--- config.mk ---
export PLATFORM = sky130hd
export DESIGN_NAME = vout_ctrl_slave
export DESIGN_NICKNAME = d
export VERILOG_FILES = /design/src/verilog/vout_ctrl_slave.v /design/src/verilog/sync2.v /design/src/verilog/ref_ramp.v
export VERILOG_INCLUDE_DIRS = /design/src /design/src/verilog
export SDC_FILE = /design/constraint.sdc
export NUM_CORES = 1
export LEC_CHECK = 0
export BUFFER_PORTS_ARGS = -buffer_cell sky130_fd_sc_hd__buf_4
export CORE_MARGIN = 2
export CORE_UTILIZATION = 50
export CTS_CLUSTER_DIAMETER = 40
export DETAILED_ROUTE_END_ITERATION = 16
export PLACE_DENSITY = 0.68
export SLEW_MARGIN = 20
export SYNTH_ARGS = -nofsm -noshare
export SYNTH_HDL_FRONTEND = slang
export SYNTH_SLANG_ARGS = --single-unit
--- constraint.sdc ---
create_clock -name core_clk -period 4.8 [get_ports core_clk]
set_input_delay 0.24 -clock core_clk [delete_from_list [all_inputs] [get_ports core_clk]]
set_output_delay 0.24 -clock core_clk [all_outputs]
set_load 0.005 [all_outputs]
--- src/verilog/vout_ctrl_defines.vh ---
// constants for the output control serial slave
`ifndef VOUT_CTRL_DEFINES_VH
`define VOUT_CTRL_DEFINES_VH
`define REG_VSEL 8'h00
`define REG_CTRL1 8'h01
`define REG_CTRL2 8'h02
`define REG_IOUT 8'h03
`define REG_VOUT 8'h04
`define REG_ID 8'h05
`define REG_STATUS 8'h06
`define VSEL_RESET 8'h9E
`define CTRL1_RESET 8'h80
`define CTRL2_RESET 8'h00
`define LOOP_SEL_BIT 7
`define ARM_BIT 6
`define SLEW_MSB 5
`define SLEW_LSB 3
`define RETRY_BIT 4
`define FIXED_REF_CODE 7'h00
`define SLAVE_ADDR_BASE 7'h60
`define SLEW_UNIT_NS 1000
`define CLK_PERIOD_NS 10
`define SLEW_UNIT_CYC (`SLEW_UNIT_NS / `CLK_PERIOD_NS)
`define SEQ_STEP_NS 100
`define SEQ_STEP_CYC (`SEQ_STEP_NS / `CLK_PERIOD_NS)
`endif

--- src/verilog/vout_ctrl_slave.v ---
// serial slave, registers and power sequencing for the output control block
`timescale 1ns/1ps
`default_nettype none
`include "vout_ctrl_defines.vh"
////////////////////////////////////////////////////////////////////////////////
// Summary of operation
// - over 6.5V: retry regulates, else latch if input overvoltage too
// - absolute overvoltage armed once supply, enable up
// - shut down over 160C, resume below 140C
// - temperature flags in status bits 1, 2
// - start needs all supplies; reference before regulator
// - shutdown blocks signal path, then pulls down
// - divider soft start first, then bus accepted
// - no traffic keeps divider loop running
// - divider loop reference fixed at 0.6V
// - serial loop ramps dac at selected slew
// - strap picks one of four addresses
// - address byte: seven bits plus direction
// - sda changes only while scl low
// - detect start and stop conditions
// - eight bits then acknowledge clock
// - acknowledge address and each written byte while addressed; read bytes acked by master
// - data applied at last bit falling edge
// - loop select resets to divider feedback
// - arm bit auto-clears after reference set
module vout_ctrl_slave (
  input wire core_clk,
  input wire rst,
  input wire sclIn,
  input wire sdaIn,
  output reg sdaOut,
  output reg sdaOe,
  input wire [1:0] addressSelectPin,
  input wire vinOk,
  input wire vccOk,
  input wire enableIn,
  input wire outAbove6v5,
  input wire inputOvp,
  input wire tempAbove160,
  input wire tempBelow140,
  input wire tempWarn,
  input wire ocpLatch,
  input wire softStartDone,
  input wire [7:0] outCurrent,
  input wire [7:0] outVoltage,
  output reg refEnable,
  output reg regulatorEnable,
  output reg signalPathBlock,
  output reg errorAmpOutputPulldown,
  output reg railPulldown,
  output reg feedbackInputSelect,
  output reg [6:0] refCode,
  output reg dynamicRegulation,
  output reg absoluteOvervoltageArmed,
  output reg ovLatched,
  output reg thermalShutdown,
  output reg [7:0] ctrl1,
  output reg [7:0] ctrl2
);
  parameter [7:0] ID_VALUE = 8'h5A; // arbitrary identity value
  localparam S_IDLE = 3'h0;
  localparam S_ADDR = 3'h1;
  localparam S_AACK = 3'h2;
  localparam S_WRITE = 3'h3;
  localparam S_WACK = 3'h4;
  localparam S_READ = 3'h5;
  localparam S_RACK = 3'h6;
  localparam S_IGNORE = 3'h7;
  localparam P_OFF = 2'h0;
  localparam P_REF = 2'h1;
  localparam P_ON = 2'h2;
  localparam P_DOWN = 2'h3;
  localparam [31:0] SEQ_WIDE = `SEQ_STEP_CYC;
  localparam [7:0] SEQ_STEP = SEQ_WIDE[7:0];
  //////////////////////////////////////////////////////////////////////////////
  wire scl;
  wire sda;
  wire vinS;
  wire vccS;
  wire enS;
  wire ovS;
  wire inOvS;
  wire hotS;
  wire coolS;
  wire warnS;
  wire ocpS;
  wire ssS;
  wire [1:0] addrS;
  sync2 uScl (.clk(core_clk), .d(sclIn), .q(scl));
  sync2 uSda (.clk(core_clk), .d(sdaIn), .q(sda));
  sync2 uVin (.clk(core_clk), .d(vinOk), .q(vinS));
  sync2 uVcc (.clk(core_clk), .d(vccOk), .q(vccS));
  sync2 uEn (.clk(core_clk), .d(enableIn), .q(enS));
  sync2 uOv (.clk(core_clk), .d(outAbove6v5), .q(ovS));
  sync2 uInOv (.clk(core_clk), .d(inputOvp), .q(inOvS));
  sync2 uHot (.clk(core_clk), .d(tempAbove160), .q(hotS));
  sync2 uCool (.clk(core_clk), .d(tempBelow140), .q(coolS));
  sync2 uWarn (.clk(core_clk), .d(tempWarn), .q(warnS));
  sync2 uOcp (.clk(core_clk), .d(ocpLatch), .q(ocpS));
  sync2 uSs (.clk(core_clk), .d(softStartDone), .q(ssS));
  sync2 uA0 (.clk(core_clk), .d(addressSelectPin[0]), .q(addrS[0]));
  sync2 uA1 (.clk(core_clk), .d(addressSelectPin[1]), .q(addrS[1]));
  //////////////////////////////////////////////////////////////////////////////
  // power sequencing
  reg [1:0] pState;
  reg [7:0] seqCnt;
  wire supplyOk = vinS & vccS & enS;
  wire shutReq = ~supplyOk | thermalShutdown | ovLatched | ocpS;
  always @(posedge core_clk) begin
    if (rst) begin
      thermalShutdown <= 1'b0;
      absoluteOvervoltageArmed <= 1'b0;
      ovLatched <= 1'b0;
      dynamicRegulation <= 1'b0;
    end else begin
      if (hotS) thermalShutdown <= 1'b1;
      else if (coolS) thermalShutdown <= 1'b0;
      absoluteOvervoltageArmed <= vinS & enS;
      dynamicRegulation <= absoluteOvervoltageArmed & ovS & ctrl1[`RETRY_BIT];
      if (absoluteOvervoltageArmed & ovS & inOvS & ~ctrl1[`RETRY_BIT]) ovLatched <= 1'b1;
      else if (~enS | ~vinS) ovLatched <= 1'b0;
    end
  end
  always @(posedge core_clk) begin
    if (rst) begin
      pState <= P_OFF;
      seqCnt <= 8'h00;
      refEnable <= 1'b0;
      regulatorEnable <= 1'b0;
      signalPathBlock <= 1'b1;
      errorAmpOutputPulldown <= 1'b1;
      railPulldown <= 1'b1;
    end else begin
      case (pState)
        P_OFF: begin
          seqCnt <= 8'h00;
          if (~shutReq) begin
            refEnable <= 1'b1;
            pState <= P_REF;
          end
        end
        P_REF: begin
          // reference gets time to settle before the regulator
          if (shutReq) pState <= P_DOWN;
          else if (seqCnt == SEQ_STEP) begin
            regulatorEnable <= 1'b1;
            signalPathBlock <= 1'b0;
            errorAmpOutputPulldown <= 1'b0;
            railPulldown <= 1'b0;
            pState <= P_ON;
          end else seqCnt <= seqCnt + 8'h01;
        end
        P_ON: begin
          if (shutReq) begin
            signalPathBlock <= 1'b1;
            seqCnt <= 8'h00;
            pState <= P_DOWN;
          end
        end
        P_DOWN: begin
          signalPathBlock <= 1'b1;
          if (seqCnt == SEQ_STEP) begin
            errorAmpOutputPulldown <= 1'b1;
            railPulldown <= 1'b1;
            regulatorEnable <= 1'b0;
            refEnable <= 1'b0;
            pState <= P_OFF;
          end else seqCnt <= seqCnt + 8'h01;
        end
        default: pState <= P_OFF;
      endcase
    end
  end
  wire running = (pState == P_ON);
  wire busReady = running & ssS;
  //////////////////////////////////////////////////////////////////////////////
  // serial slave
  reg sclD;
  reg sdaD;
  wire sclRise = scl & ~sclD;
  wire sclFall = ~scl & sclD;
  wire startCond = scl & sclD & sdaD & ~sda;
  wire stopCond = scl & sclD & ~sdaD & sda;
  reg [2:0] st;
  reg [2:0] bitCnt;
  reg [7:0] shift;
  reg [7:0] regPtr;
  reg ptrDone;
  reg [7:0] vsel;
  reg [7:0] txByte;
  reg lastBit;
  reg rampStart;
  wire [6:0] slaveAddr = `SLAVE_ADDR_BASE | {4'h0, addrS, 1'b0};
  reg [7:0] readMux;
  always @* begin
    case (regPtr)
      `REG_VSEL: readMux = vsel;
      `REG_CTRL1: readMux = ctrl1;
      `REG_CTRL2: readMux = ctrl2;
      `REG_IOUT: readMux = outCurrent;
      `REG_VOUT: readMux = outVoltage;
      `REG_ID: readMux = ID_VALUE;
      `REG_STATUS: readMux = {4'h0, ocpS, warnS, thermalShutdown, ssS};
      default: readMux = 8'h00;
    endcase
  end
  always @(posedge core_clk) begin
    if (rst) begin
      sclD <= 1'b1;
      sdaD <= 1'b1;
      st <= S_IDLE;
      bitCnt <= 3'h0;
      shift <= 8'h00;
      regPtr <= 8'h00;
      ptrDone <= 1'b0;
      vsel <= `VSEL_RESET;
      ctrl1 <= `CTRL1_RESET;
      ctrl2 <= `CTRL2_RESET;
      sdaOut <= 1'b0;
      sdaOe <= 1'b0;
      txByte <= 8'h00;
      lastBit <= 1'b0;
      rampStart <= 1'b0;
    end else begin
      sclD <= scl;
      sdaD <= sda;
      rampStart <= 1'b0;
      if (~busReady) begin
        st <= S_IDLE;
        sdaOe <= 1'b0;
      end else if (startCond) begin
        st <= S_ADDR;
        bitCnt <= 3'h0;
        ptrDone <= 1'b0;
        sdaOe <= 1'b0;
      end else if (stopCond) begin
        st <= S_IDLE;
        sdaOe <= 1'b0;
      end else begin
        case (st)
          S_IDLE: sdaOe <= 1'b0;
          S_ADDR, S_WRITE: begin
            if (sclRise) begin
              shift <= {shift[6:0], sda};
              bitCnt <= bitCnt + 3'h1;
              lastBit <= (bitCnt == 3'h7);
            end
            if (sclFall & lastBit) begin
              lastBit <= 1'b0;
              if (st == S_ADDR) begin
                if (shift[7:1] == slaveAddr) begin
                  sdaOut <= 1'b0;
                  sdaOe <= 1'b1;
                  st <= S_AACK;
                end else st <= S_IGNORE;
              end else begin
                sdaOut <= 1'b0;
                sdaOe <= 1'b1;
                st <= S_WACK;
                if (~ptrDone) begin
                  regPtr <= shift;
                  ptrDone <= 1'b1;
                end else begin
                  case (regPtr)
                    `REG_VSEL: begin
                      vsel <= shift;
                      if (~shift[`LOOP_SEL_BIT] & ctrl1[`ARM_BIT]) begin
                        rampStart <= 1'b1;
                        ctrl1[`ARM_BIT] <= 1'b0;
                      end
                    end
                    `REG_CTRL1: ctrl1 <= shift;
                    `REG_CTRL2: ctrl2 <= shift;
                    default: ;
                  endcase
                end
              end
            end
          end
          S_AACK: begin
            if (sclFall) begin
              bitCnt <= 3'h0;
              if (shift[0]) begin
                txByte <= {readMux[6:0], 1'b0};
                sdaOut <= readMux[7];
                sdaOe <= ~readMux[7];
                st <= S_READ;
              end else begin
                sdaOe <= 1'b0;
                st <= S_WRITE;
              end
            end
          end
          S_WACK: begin
            if (sclFall) begin
              sdaOe <= 1'b0;
              bitCnt <= 3'h0;
              st <= S_WRITE;
            end
          end
          S_READ: begin
            if (sclFall) begin
              bitCnt <= bitCnt + 3'h1;
              if (bitCnt == 3'h7) begin
                sdaOe <= 1'b0;
                st <= S_RACK;
              end else begin
                // open drain: drive only zeros
                sdaOut <= 1'b0;
                sdaOe <= ~txByte[7];
                txByte <= {txByte[6:0], 1'b0};
              end
            end
          end
          S_RACK: begin
            if (sclRise) begin
              if (sda) st <= S_IGNORE;
            end else if (sclFall) begin
              bitCnt <= 3'h0;
              txByte <= {readMux[6:0], 1'b0};
              sdaOut <= 1'b0;
              sdaOe <= ~readMux[7];
              st <= S_READ;
            end
          end
          S_IGNORE: sdaOe <= 1'b0;
          default: st <= S_IDLE;
        endcase
      end
    end
  end
  //////////////////////////////////////////////////////////////////////////////
  // reference selection; loop switch carries no slew, master stages it
  wire [6:0] dacCode;
  reg loopWasDivider;
  ref_ramp uRamp (
    .core_clk(core_clk),
    .rst(rst),
    .start(rampStart),
    .target(vsel[6:0]),
    .slewSel(ctrl1[`SLEW_MSB:`SLEW_LSB]),
    .loadValue(vsel[6:0]),
    .load(loopWasDivider & ~vsel[`LOOP_SEL_BIT]),
    .code(dacCode),
    .busy()
  );
  always @(posedge core_clk) begin
    if (rst) begin
      loopWasDivider <= 1'b1;
      feedbackInputSelect <= 1'b1;
      refCode <= `FIXED_REF_CODE;
    end else begin
      loopWasDivider <= vsel[`LOOP_SEL_BIT];
      feedbackInputSelect <= vsel[`LOOP_SEL_BIT];
      if (vsel[`LOOP_SEL_BIT]) refCode <= `FIXED_REF_CODE;
      else refCode <= dacCode;
    end
  end
endmodule // vout_ctrl_slave
`default_nettype wire

--- src/verilog/sync2.v ---
// two-flop synchroniser for one level
`timescale 1ns/1ps
`default_nettype none
module sync2 (
  input wire clk,
  input wire d,
  output reg q
);
  reg meta;
  always @(posedge clk) begin
    meta <= d;
    q <= meta;
  end
endmodule // sync2
`default_nettype wire

--- src/verilog/ref_ramp.v ---
// reference dac ramp with selectable slew step interval
`timescale 1ns/1ps
`default_nettype none
`include "vout_ctrl_defines.vh"
module ref_ramp (
  input wire core_clk,
  input wire rst,
  input wire start,
  input wire [6:0] target,
  input wire [2:0] slewSel,
  input wire [6:0] loadValue,
  input wire load,
  output reg [6:0] code,
  output reg busy
);
  reg [15:0] tick;
  wire [15:0] interval;
  reg [6:0] goal;
  localparam [31:0] UNIT_WIDE = `SLEW_UNIT_CYC;
  localparam [15:0] UNIT = UNIT_WIDE[15:0];
  // slower codes double the dwell per step
  assign interval = UNIT << slewSel;
  always @(posedge core_clk) begin
    if (rst) begin
      code <= 7'h00;
      goal <= 7'h00;
      busy <= 1'b0;
      tick <= 16'h0000;
    end else if (load) begin
      code <= loadValue;
      goal <= loadValue;
      busy <= 1'b0;
      tick <= 16'h0000;
    end else if (start) begin
      goal <= target;
      busy <= (target != code);
      tick <= 16'h0000;
    end else if (busy) begin
      if (tick + 16'h0001 >= interval) begin
        tick <= 16'h0000;
        if (goal > code) code <= code + 7'h01;
        else if (goal < code) code <= code - 7'h01;
        busy <= ((goal > code) ? (goal != code + 7'h01) : (goal != code - 7'h01));
      end else begin
        tick <= tick + 16'h0001;
      end
    end
  end
endmodule // ref_ramp
`default_nettype wire

==> summary.md, run 1 <==
| Metric | Value |
|---|---|
| Status | `finished clean` |
| Critical Path End Type | `register` |
| Yosys top cell by area | `dfxtp_1` |
| RSZ-0062 raised after global routing | `false` |
| Layout cells sized above 1 | `0.1337` |
| Fmax | `roughly 290 MHz` |
| Lkg Pwr | `between 3 and 4 nW` |
| Period minus WS final | `about 3.5 ns` |
| Setup TNS | `0 ns` |
| Die area | `16150 um2` |
| Maxcap violations | `0` |
| CTS H-tree lvls | `4` |
| Share of the synthesized area in the top cell type | `0.3832` |
| Post-CTS Setup Bufs | `0` |
| Hold Crit Class | `input port to register` |
| Synth cell types | `between 80 and 90` |
| Post-Place Cell Area | `8137 um2` |
| Post-DP HPWL | `12930 um` |
| Core Area | `roughly 15000 um2` |
| Placed cells | `about 1100` |
| DRC errors left | `0` |
| CP arrival | `around 3.8 ns` |
| # fillers | `~1300` |
| Port Buffers | `between 60 and 70` |
| DP Worst Slack | `around 1.4 ns` |
| Critical Path Most Common Cell | `nand4_1` |
| Synth Net Count | `between 900 and 1000` |
| Post-synthesis sequential area ratio | `0.3832` |
| GRT Residual Overflow | `0` |
| Layout Nets | `1013` |
| Number of global-route vias before repair | `~6000` |
| Vias | `roughly 6500` |
| Routability cong. | `around 0.89` |
| Syn avg cell area | `8.560 um2` |
| Final Instance Area | `around 8800 um2` |
| Number of diodes | `0` |
| Met3 Usage GRT | `0.05486` |
| Power Density | `between 300 and 400 nW/um2` |
| Crit path max fanout | `16` |
| Hold Violations, Final | `0` |
| Tcrit/Tclk final | `0.7262` |
| Req. time, crit path | `a little over 5 ns` |
| Mapped Area | `roughly 7600 um2` |
| Routed Antenna Nets | `0` |
| Largest net degree at the start of global routing | `56` |
| Via/cell ratio | `between 5 and 6` |
| Worst vdd ir | `between 0.0002 and 0.0003 V` |
| Top-count cell post-synth | `dfxtp_1` |
| Cell Chain, Critical Path | `nand4_1 > or3_1 > and2_1 > or2_2 > ha_1 > nand4_1 > nor2_1 > and4_1 > nor3_2 > buf_4 > or4_1 > a311oi_2` |
| Max incr delay on CP | `0.50 ns` |
| Relative slew slack | `0.3032` |
| Met1 GRT Util | `0.3277` |
| CP Class | `register to register` |
| Top delay family on crit path | `simple AND/OR/NAND/NOR gates` |
| Slew @ Worst Pin | `~1.0 ns` |
| Post-synth EDFFs | `0` |
| TritonCTS clock tree | `built` |
| Initial Utilization | `0.5173` |
| Buf/Inv on CP | `1` |
| Synth area leaders | `dfxtp_1 38%, ha_1 6.9%, mux2i_1 5.4%` |
| Area grow syn2layout | `16.78%` |
| Fin cells | `1134` |
| Number of synthesized register bits | `~150` |
| Final Slew Violations | `0` |
| Worst Setup Slack, final | `1.314 ns` |
| Placement row count | `44` |
| Commonest register cell after synthesis | `dfxtp_1` |
| Total Routing Usage GR | `0.2364` |
| First-pass GRT wire length | `between 30000 and 40000 um` |
| Clock buffer depth | `2` |
| Total CTS buffers | `17` |
| Most Used Layer, Global Route | `met2` |
| DR iter-0 viols | `between 400 and 500` |
| Clock Sinks | `about 150` |
| Most frequent cells after synthesis | `145 x dfxtp_1, 99 x nor2_1, 73 x a21oi_1` |
| Synth warnings | `0` |
| Clk pin slew, worst setup/hold paths | `about 0.06 ns` |
| DIE WIDTH | `between 100 and 150 um` |
| Grt met2 use | `0.3672` |
| Ys async rst share | `0` |
| Root buf cell | `clkbuf_16` |
| I/O Pins | `67` |
| Setup-failing EPs final | `0` |
| Setup crit start kind | `register` |
| Final Total Pwr | `~2.7 mW` |
| Setup Skew | `~0.011 ns` |
| DIE HEIGHT | `127.1 um` |
| Syn Inst Count | `between 800 and 900` |
| DR WL/cell | `roughly 16 um` |
| Initial antenna violation count | `0` |
| Slowest cell on the critical path | `or4_1` |
| DRT Pass-1 Iters | `5` |
| Clock Latency Late Sink | `0.43 ns` |
| Drt total wl | `about 18000 um` |
[worst paths after layout]
| kind | startpoint | end | slack [ns] | depth (start not counted) |
|---|---|---|---|---|
| setup / recovery | uRamp.tick[5] | uRamp.code[6] | 1.31 | 12 |
| setup reg to reg | uRamp.tick[5] | uRamp.code[6] | 1.31 | 12 |
| hold / removal | rst | seqCnt[0] | 0.21 | 2 |
| hold reg to reg | uScl.meta | uScl.q | 0.33 | 0 |
[area by class of cell]
type	count	area, um2	share of cell area
clock buffers	17	425.4	0.04808
inverters	31	116.4	0.01315
clock inverters	14	145.1	0.01641
repair buffers	87	688.2	0.07778
flip-flops and latches	145	2903	0.3281
well taps	184	230.2	0.02602
multi-input cells	656	4339	0.4905
[registers in the layout, indices dropped and copies added, names as in the netlist, 2 cells and up]
name        flops
uRamp.tick     16
vsel            8
refCode         7
shift           8
seqCnt          8
ctrl2           8
bitCnt          3
ctrl1           8
uRamp.code      7
regPtr          8
txByte          7
uRamp.goal      7
st              3
pState          2
[through the flow]
step	hold slack [ns]	utilization
2_1_floorplan	0.2677	-
3_3_place_gp	0.3096	0.5556
3_5_place_dp	0.3121	0.5556
4_1_cts	0.2066	0.6042
5_1_grt	0.2302	0.6042
6_report	0.2142	0.6042
[cell families after synthesis]
logic type	count (synthesis)	share of synthesized area
simple gates	331	0.2236
compound gates	200	0.1694
flops	145	0.3832
buf+inv	84	0.04409
mux	45	0.06309
fa+ha+maj	43	0.07201
xor+xnor	37	0.04459
[cells in the final DEF (no fill, tap or decap), drive strengths merged, types with 22 or more instances in the layout]
cell,count
a21oi,73
nor2,99
nand2b,22
xnor2,26
dfxtp,145
inv,38
buf,73
ha,42
mux2i,41
o21ai,47
nand3,31
nand2,72
[report_power, final]
group,switching [mW],leakage (nW),internal (mW)
clock network,0.558,0.277,0.728
logic,0.0916,1.88,0.0798
registers,0.0203,1.18,1.23
total,0.670,3.33,2.04
[layer usage]
metal | part of all wire | vias up
met5 | 0 | -
met4 | 0.014 | 0
met3 | 0.053 | 18
met2 | 0.45 | 154
met1 | 0.48 | 3037
li1 | - | 3247
[what timing repair did]
action,CTS,global route
hold endpoints to repair,14,0
setup endpoints to repair,0,0
gates resized for setup,0,0
hold buffers,14,0
Note: power is estimated with default switching activity, not from simulation.
==> run 2, diff against run 1 <==
Clock period 4.8 ns to 3.4 ns, I/O delays scaled along.
==> summary.md, run 2 (synthesis gave the netlist of run 1 again) <==
| Metric | Value |
|---|---|
| RR Startpoint | `uRamp.code[5]` |
| Grt met2 use | `0.3694` |
| Hold endpoint | `uRamp.code[6]` |
| Most Used Layer, Global Route | `met2` |
| Final core utilization | `0.6214` |
| Critical Path End Type | `register` |
| TritonCTS clock tree | `built` |
| Layout cells sized above 1 | `0.1749` |
| Met3 Usage GRT | `0.05318` |
| Hold Violations, Final | `0` |
| Relative slew slack | `0.4079` |
| DRC errors left | `0` |
| Clk pin slew, worst setup/hold paths | `~0.07 ns` |
| Most frequent cells in the layout | `138 x dfxtp_1, 98 x nor2_1, 93 x buf_4, 72 x nand2_1, 69 x a21oi_1` |
| Switch Pwr | `just over 1 mW` |
| Initial Utilization | `0.5173` |
| Met1 GRT Util | `0.3207` |
| GRT Residual Overflow | `0` |
| Setup Skew | `0.008351 ns` |
| Sw Share | `0.2621` |
| Area grow syn2layout | `20.12%` |
| Critical Path Most Common Cell | `inv_1` |
| Combinational share of power | `0.065` |
| I/O Pins | `67` |
| Total Routing Usage GR | `0.2352` |
| Largest net degree at the start of global routing | `76` |
| Vias | `between 6000 and 7000` |
| DR WL/cell | `~16 um` |
| Max incr delay on CP | `~0.50 ns` |
| Layout Nets | `slightly above 1000` |
| Port Buffers | `66` |
| Clock Latency Late Sink | `~0.43 ns` |
| Drt total wl | `~19000 um` |
| CP Class | `register to register` |
| Lkg Pwr | `between 3 and 4 nW` |
| Clock network fraction of total power | `0.476` |
| Number of global-route vias before repair | `~6200` |
| RR Endpoint | `uRamp.busy` |
| Routability cong. | `about 0.92` |
| Fmax | `approximately 300 MHz` |
| CTS H-tree lvls | `4` |
| Setup-failing EPs final | `0` |
| Crit path max fanout | `4` |
| Clock Sinks | `around 150` |
| Period minus WS final | `approximately 3.3 ns` |
| Clock buffer depth | `2` |
| Cell Chain, Critical Path | `inv_1 > ha_1 > nand4_1 > a21oi_2 > o22ai_2 > inv_1 > fa_1 > xnor2_1 > a311o_1 > or4_1 > a311oi_2 > and4_1 > o21ai_0` |
| DIE HEIGHT | `~130 um` |
| Slew @ Worst Pin | `0.8870 ns` |
| Routed Antenna Nets | `0` |
| Initial antenna violation count | `0` |
| Via/cell ratio | `5.681` |
| Reg2Reg Setup Slack | `0.14 ns` |
| Post-DP HPWL | `13330 um` |
| First-pass GRT wire length | `30520 um` |
| Biggest register | `uRamp.tick` |
| Power Density | `roughly 420 nW/um2` |
| Final Slew Violations | `0` |
| Root buf cell | `clkbuf_16` |
| Int Power | `approximately 2.8 mW` |
| DR iter-0 viols | `553` |
| Slowest cell on the critical path | `or4_1` |
| Placed cells | `between 1000 and 1500` |
| Number of diodes | `0` |
| # fillers | `about 1300` |
| Maxcap violations | `0` |
| Hold Crit Class | `input port to register` |
| DRT Pass-1 Iters | `5` |
| Setup crit start kind | `register` |
| Status | `finished clean` |
| Tcrit/Tclk final | `0.9592` |
| WHS Path Cells | `2` |
| R2R cell count | `13` |
| Max reg flops | `16` |
| Die area | `16150 um2` |
| Req. time, crit path | `between 3 and 4 ns` |
| CP arrival | `3.56 ns` |
| Hold path start | `rst` |
| Post-Place Cell Area | `roughly 8300 um2` |
| Final Total Pwr | `3.847 mW` |
| Worst vdd ir | `0.0004418 V` |
| Final Instance Area | `about 9100 um2` |
| Seq pwr share | `0.459` |
| Most common cell after layout, fill and taps aside | `dfxtp_1` |
| Placement row count | `between 40 and 50` |
| Fin cells | `1156` |
| Register area | `roughly 2900 um2` |
| Core Area | `14640 um2` |
| DP Worst Slack | `0.08633 ns` |
| DIE WIDTH | `roughly 130 um` |
| Worst Setup Slack, final | `between 0.1 and 0.15 ns` |
| Total CTS buffers | `17` |
| Multi-input logic area | `~4400 um2` |
-- run 2: cell count changes in the layout (fill, tap and decap cells not counted), sizes merged --
cell | before | now
buf | 73 | 94
bufinv | 1 | 0
clkinv | 4 | 1
clkinvlp | 2 | 1
inv | 38 | 44
-- run 2: per-layer routing --
| layer | part of all wire | up-vias |
|---|---|---|
| met5 | 0 | - |
| met4 | 0.020 | 0 |
| met3 | 0.055 | 28 |
| met2 | 0.45 | 173 |
| met1 | 0.48 | 3086 |
| li1 | - | 3280 |
-- run 2: area by class of cell --
type | instances | area share
Clock buffer | 17 | 0.04675
Clock inverter | 15 | 0.01650
Inverter | 31 | 0.01279
Multi-Input combinational cell | 656 | 0.4844
Sequential cell | 145 | 0.3200
Tap cell | 184 | 0.02530
Timing Repair Buffer | 108 | 0.09432
-- run 2: power groups by stage --
stage               combinational [mW]  clock, mW  sequential, mW
floorplan                        0.154          0            1.80
global placement                 0.233          0            1.80
detailed placement               0.235          0            1.80
CTS                              0.251       1.87            1.76
global route                     0.279       1.94            1.77
finish                           0.252       1.83            1.76
-- run 2: worst max-delay path by stage --
stage,startpoint,endpoint,cells past startpoint
floorplan,uRamp.code[6],uRamp.code[6],13
global placement,uRamp.code[5],uRamp.busy,13
detailed placement,uRamp.code[5],uRamp.busy,13
CTS,uRamp.code[5],uRamp.busy,13
global route,uRamp.code[4],uRamp.busy,13
finish,uRamp.code[5],uRamp.busy,13
-- run 2: repair_timing --
| item | CTS | global route |
|---|---|---|
| endpoints found under the hold margin | 14 | 0 |
| hold buffers | 14 | 0 |
| gates resized for setup | 0 | 23 |
| setup endpoints to repair | 0 | 19 |
| buffers inserted | 0 | 1 |
-- run 2: critical path: cells and delay by family (launching register included) --
family / cells / cell delay (ns)
compound gates: 5 / 0.85
xor+xnor: 1 / 0.15
fa+ha+maj: 2 / 0.74
buf+inv: 2 / 0.15
flops: 1 / 0.36
simple gates: 3 / 0.88
-- run 2: stage by stage --
step	hold WS [ns]	TNS (ns)
2_1_floorplan	0.1977	0
4_1_cts	0.05485	0
3_5_place_dp	0.2757	0
6_report	0.07162	0
3_3_place_gp	0.2750	0
5_1_grt	0.08595	-0.01011
==> run 3, diff against run 2 <==
Settings changed: ABC_AREA set to 1, CORE_MARGIN 2 to 4.
==> summary.md, run 3 <==
| Metric | Value |
|---|---|
| Total CTS buffers | `17` |
| Ys async rst share | `0` |
| Setup crit start kind | `register` |
| Max incr delay on CP | `around 0.40 ns` |
| Maxcap violations | `0` |
| Lkg Pwr | `roughly 3.6 nW` |
| Clock Sinks | `145` |
| Share of the synthesized area in the top cell type | `0.4069` |
| Tcrit/Tclk final | `0.8712` |
| Crit path max fanout | `7` |
| Root buf cell | `clkbuf_16` |
| Vias | `~6600` |
| Number of diodes | `0` |
| Hold Crit Class | `input port to register` |
| Final core utilization | `0.6126` |
| TritonCTS clock tree | `built` |
| DR WL/cell | `~15 um` |
| First-pass GRT wire length | `30390 um` |
| Final Instance Area | `about 8500 um2` |
| Post-CTS Setup Bufs | `0` |
| Top-count cell post-synth | `nand2_1` |
| Hold Violations, Final | `0` |
| CP arrival | `~3.3 ns` |
| Power Density | `between 400 and 500 nW/um2` |
| Worst Setup Slack, final | `roughly 0.44 ns` |
| Req. time, crit path | `3.71 ns` |
| Routed Antenna Nets | `0` |
| Via/cell ratio | `around 5.4` |
| Commonest register cell after synthesis | `dfxtp_1` |
| # fillers | `~1300` |
| Register area | `2903 um2` |
| Layout cells sized above 1 | `0.1120` |
| Post-Place Cell Area | `7779 um2` |
| Synth area leaders | `dfxtp_1 41%, nand2_1 9.5%, a21oi_1 7.6%` |
| Routability cong. | `0.9361` |
| Clock buffer depth | `2` |
| Critical Path End Type | `register` |
| Setup-failing EPs final | `0` |
| Drt total wl | `roughly 18000 um` |
| Syn Inst Count | `958` |
| Mapped Area | `approximately 7000 um2` |
| Syn avg cell area | `about 7.4 um2` |
| DRT Pass-1 Iters | `5` |
| Slowest cell on the critical path | `fa_1` |
| Setup Skew | `0.006478 ns` |
| Placement row count | `43` |
| Initial antenna violation count | `0` |
| DIE HEIGHT | `between 100 and 150 um` |
| Period minus WS final | `just under 3 ns` |
| I/O Pins | `67` |
| CTS H-tree lvls | `4` |
| Post-synthesis sequential area ratio | `0.4069` |
| Status | `finished clean` |
| Multi-input logic area | `roughly 3700 um2` |
| Most common cell after layout, fill and taps aside | `nand2_1` |
| Number of global-route vias before repair | `~6300` |
| Max reg flops | `16` |
| DRC errors left | `0` |
| DIE WIDTH | `between 100 and 150 um` |
| Area grow syn2layout | `19.68%` |
| CP Class | `register to register` |
| Setup TNS | `0 ns` |
| DP Worst Slack | `between 0.3 and 0.4 ns` |
| Most frequent cells after synthesis | `180 x nand2_1, 145 x dfxtp_1, 113 x inv_1` |
| Synth cell types | `47` |
| Synth Net Count | `between 1000 and 1500` |
| Total Routing Usage GR | `0.2334` |
| Post-DP HPWL | `13290 um` |
| Slew @ Worst Pin | `0.9421 ns` |
| Clock Latency Late Sink | `0.43 ns` |
| Layout Nets | `roughly 1100` |
| Die area | `~16000 um2` |
| Number of synthesized register bits | `between 100 and 150` |
| Clk pin slew, worst setup/hold paths | `0.06 ns` |
| Biggest register | `uRamp.tick` |
| Synth warnings | `0` |
| Largest net degree at the start of global routing | `37` |
| Final Total Pwr | `~4 mW` |
| GRT Residual Overflow | `0` |
| Cell Chain, Critical Path | `inv_1 > ha_1 > a21o_1 > nor2_1 > nand2_1 > nand2_2 > inv_1 > fa_1 > inv_1 > nand3_1 > nand2_1 > nand2_1 > nand2_1 > inv_1 > nand2_1 > nand2_1 > nor2_1 > nand2_1 > nor2_1 > nand3_1 > nand2_1 > a21oi_1` |
| RSZ-0062 raised after global routing | `false` |
| Core Area | `13930 um2` |
| Relative slew slack | `0.3713` |
| Initial Utilization | `0.5119` |
| Most frequent cells in the layout | `179 x nand2_1, 145 x dfxtp_1, 113 x inv_1, 109 x a21oi_1, 95 x nor2_1` |
| Yosys top cell by area | `dfxtp_1` |
| Worst vdd ir | `roughly 0.00044 V` |
| Fmax | `337.6 MHz` |
| Final Slew Violations | `0` |
| Post-synth EDFFs | `0` |
| Critical Path Most Common Cell | `nand2_1` |
| Port Buffers | `66` |
| DR iter-0 viols | `between 500 and 600` |
==> run 3: kinds of logic after synthesis <==
logic type                 Yosys count  share of synthesized area
xor gates and xnor gates            26                    0.03403
buffers and inverters              137                    0.07665
adders and majority gates           43                    0.07648
and+or+nand+nor                    372                     0.2243
DFF                                145                     0.4069
AOI/OAI and AO/OA                  235                     0.1815
==> run 3: power by group <==
part	total [mW]	leakage [nW]	internal, mW	switching [mW]
Combinational	0.291	2.16	0.120	0.170
Clock	1.93	0.291	1.20	0.734
Sequential	1.77	1.18	1.74	0.0269
Total	3.99	3.63	3.06	0.931
==> run 3: worst max-delay path, delay by kind of cell (launching register included) <==
kind	cells	cell delay, ns
and+or+nand+nor	14	1.15
adders and majority gates	2	0.71
DFF	1	0.39
buffers and inverters	4	0.31
AOI/OAI and AO/OA	2	0.25
==> run 3: repair_timing <==
action | in CTS | in global routing
gates resized for setup | 0 | 1
hold buffers | 14 | 0
endpoints found under the setup margin | 0 | 1
hold endpoints to repair | 14 | 0
==> run 3: cell type report <==
type                            instances  share of cell area
Clock buffer                           21             0.05394
Clock inverter                         11             0.01817
Inverter                              117             0.05174
Multi-Input combinational cell        676              0.4318
Sequential cell                       145              0.3400
Tap cell                              180             0.02638
Timing Repair Buffer                   84             0.07797
==> run 3: layer usage <==
metal / track usage / routed length (um) / vias to the layer above
met2: 0.3809 / 8516 / 195
met4: 0.07823 / 376 / 0
met5: 0 / 0 / -
met3: 0.05393 / 1167 / 30
li1: - / - / 3379
met1: 0.3049 / 8178 / 3019
==> run 3: through the flow <==
stage	hold slack [ns]	cells
floorplan	0.1977	958
global placement	0.2749	1188
detailed placement	0.2756	1188
CTS	0.1462	1234
global route	0.1788	1234
finish	0.1478	1234
==> run 3: final timing paths <==
check | from | endpoint | slack [ns] | cells after the start
worst min-delay path | outCurrent[2] | txByte[3] | 0.15 | 5
worst max register to register | uRamp.code[6] | uRamp.busy | 0.44 | 22
worst min register to register | uOv.meta | uOv.q | 0.33 | 0
worst max-delay path | uRamp.code[6] | uRamp.busy | 0.44 | 22
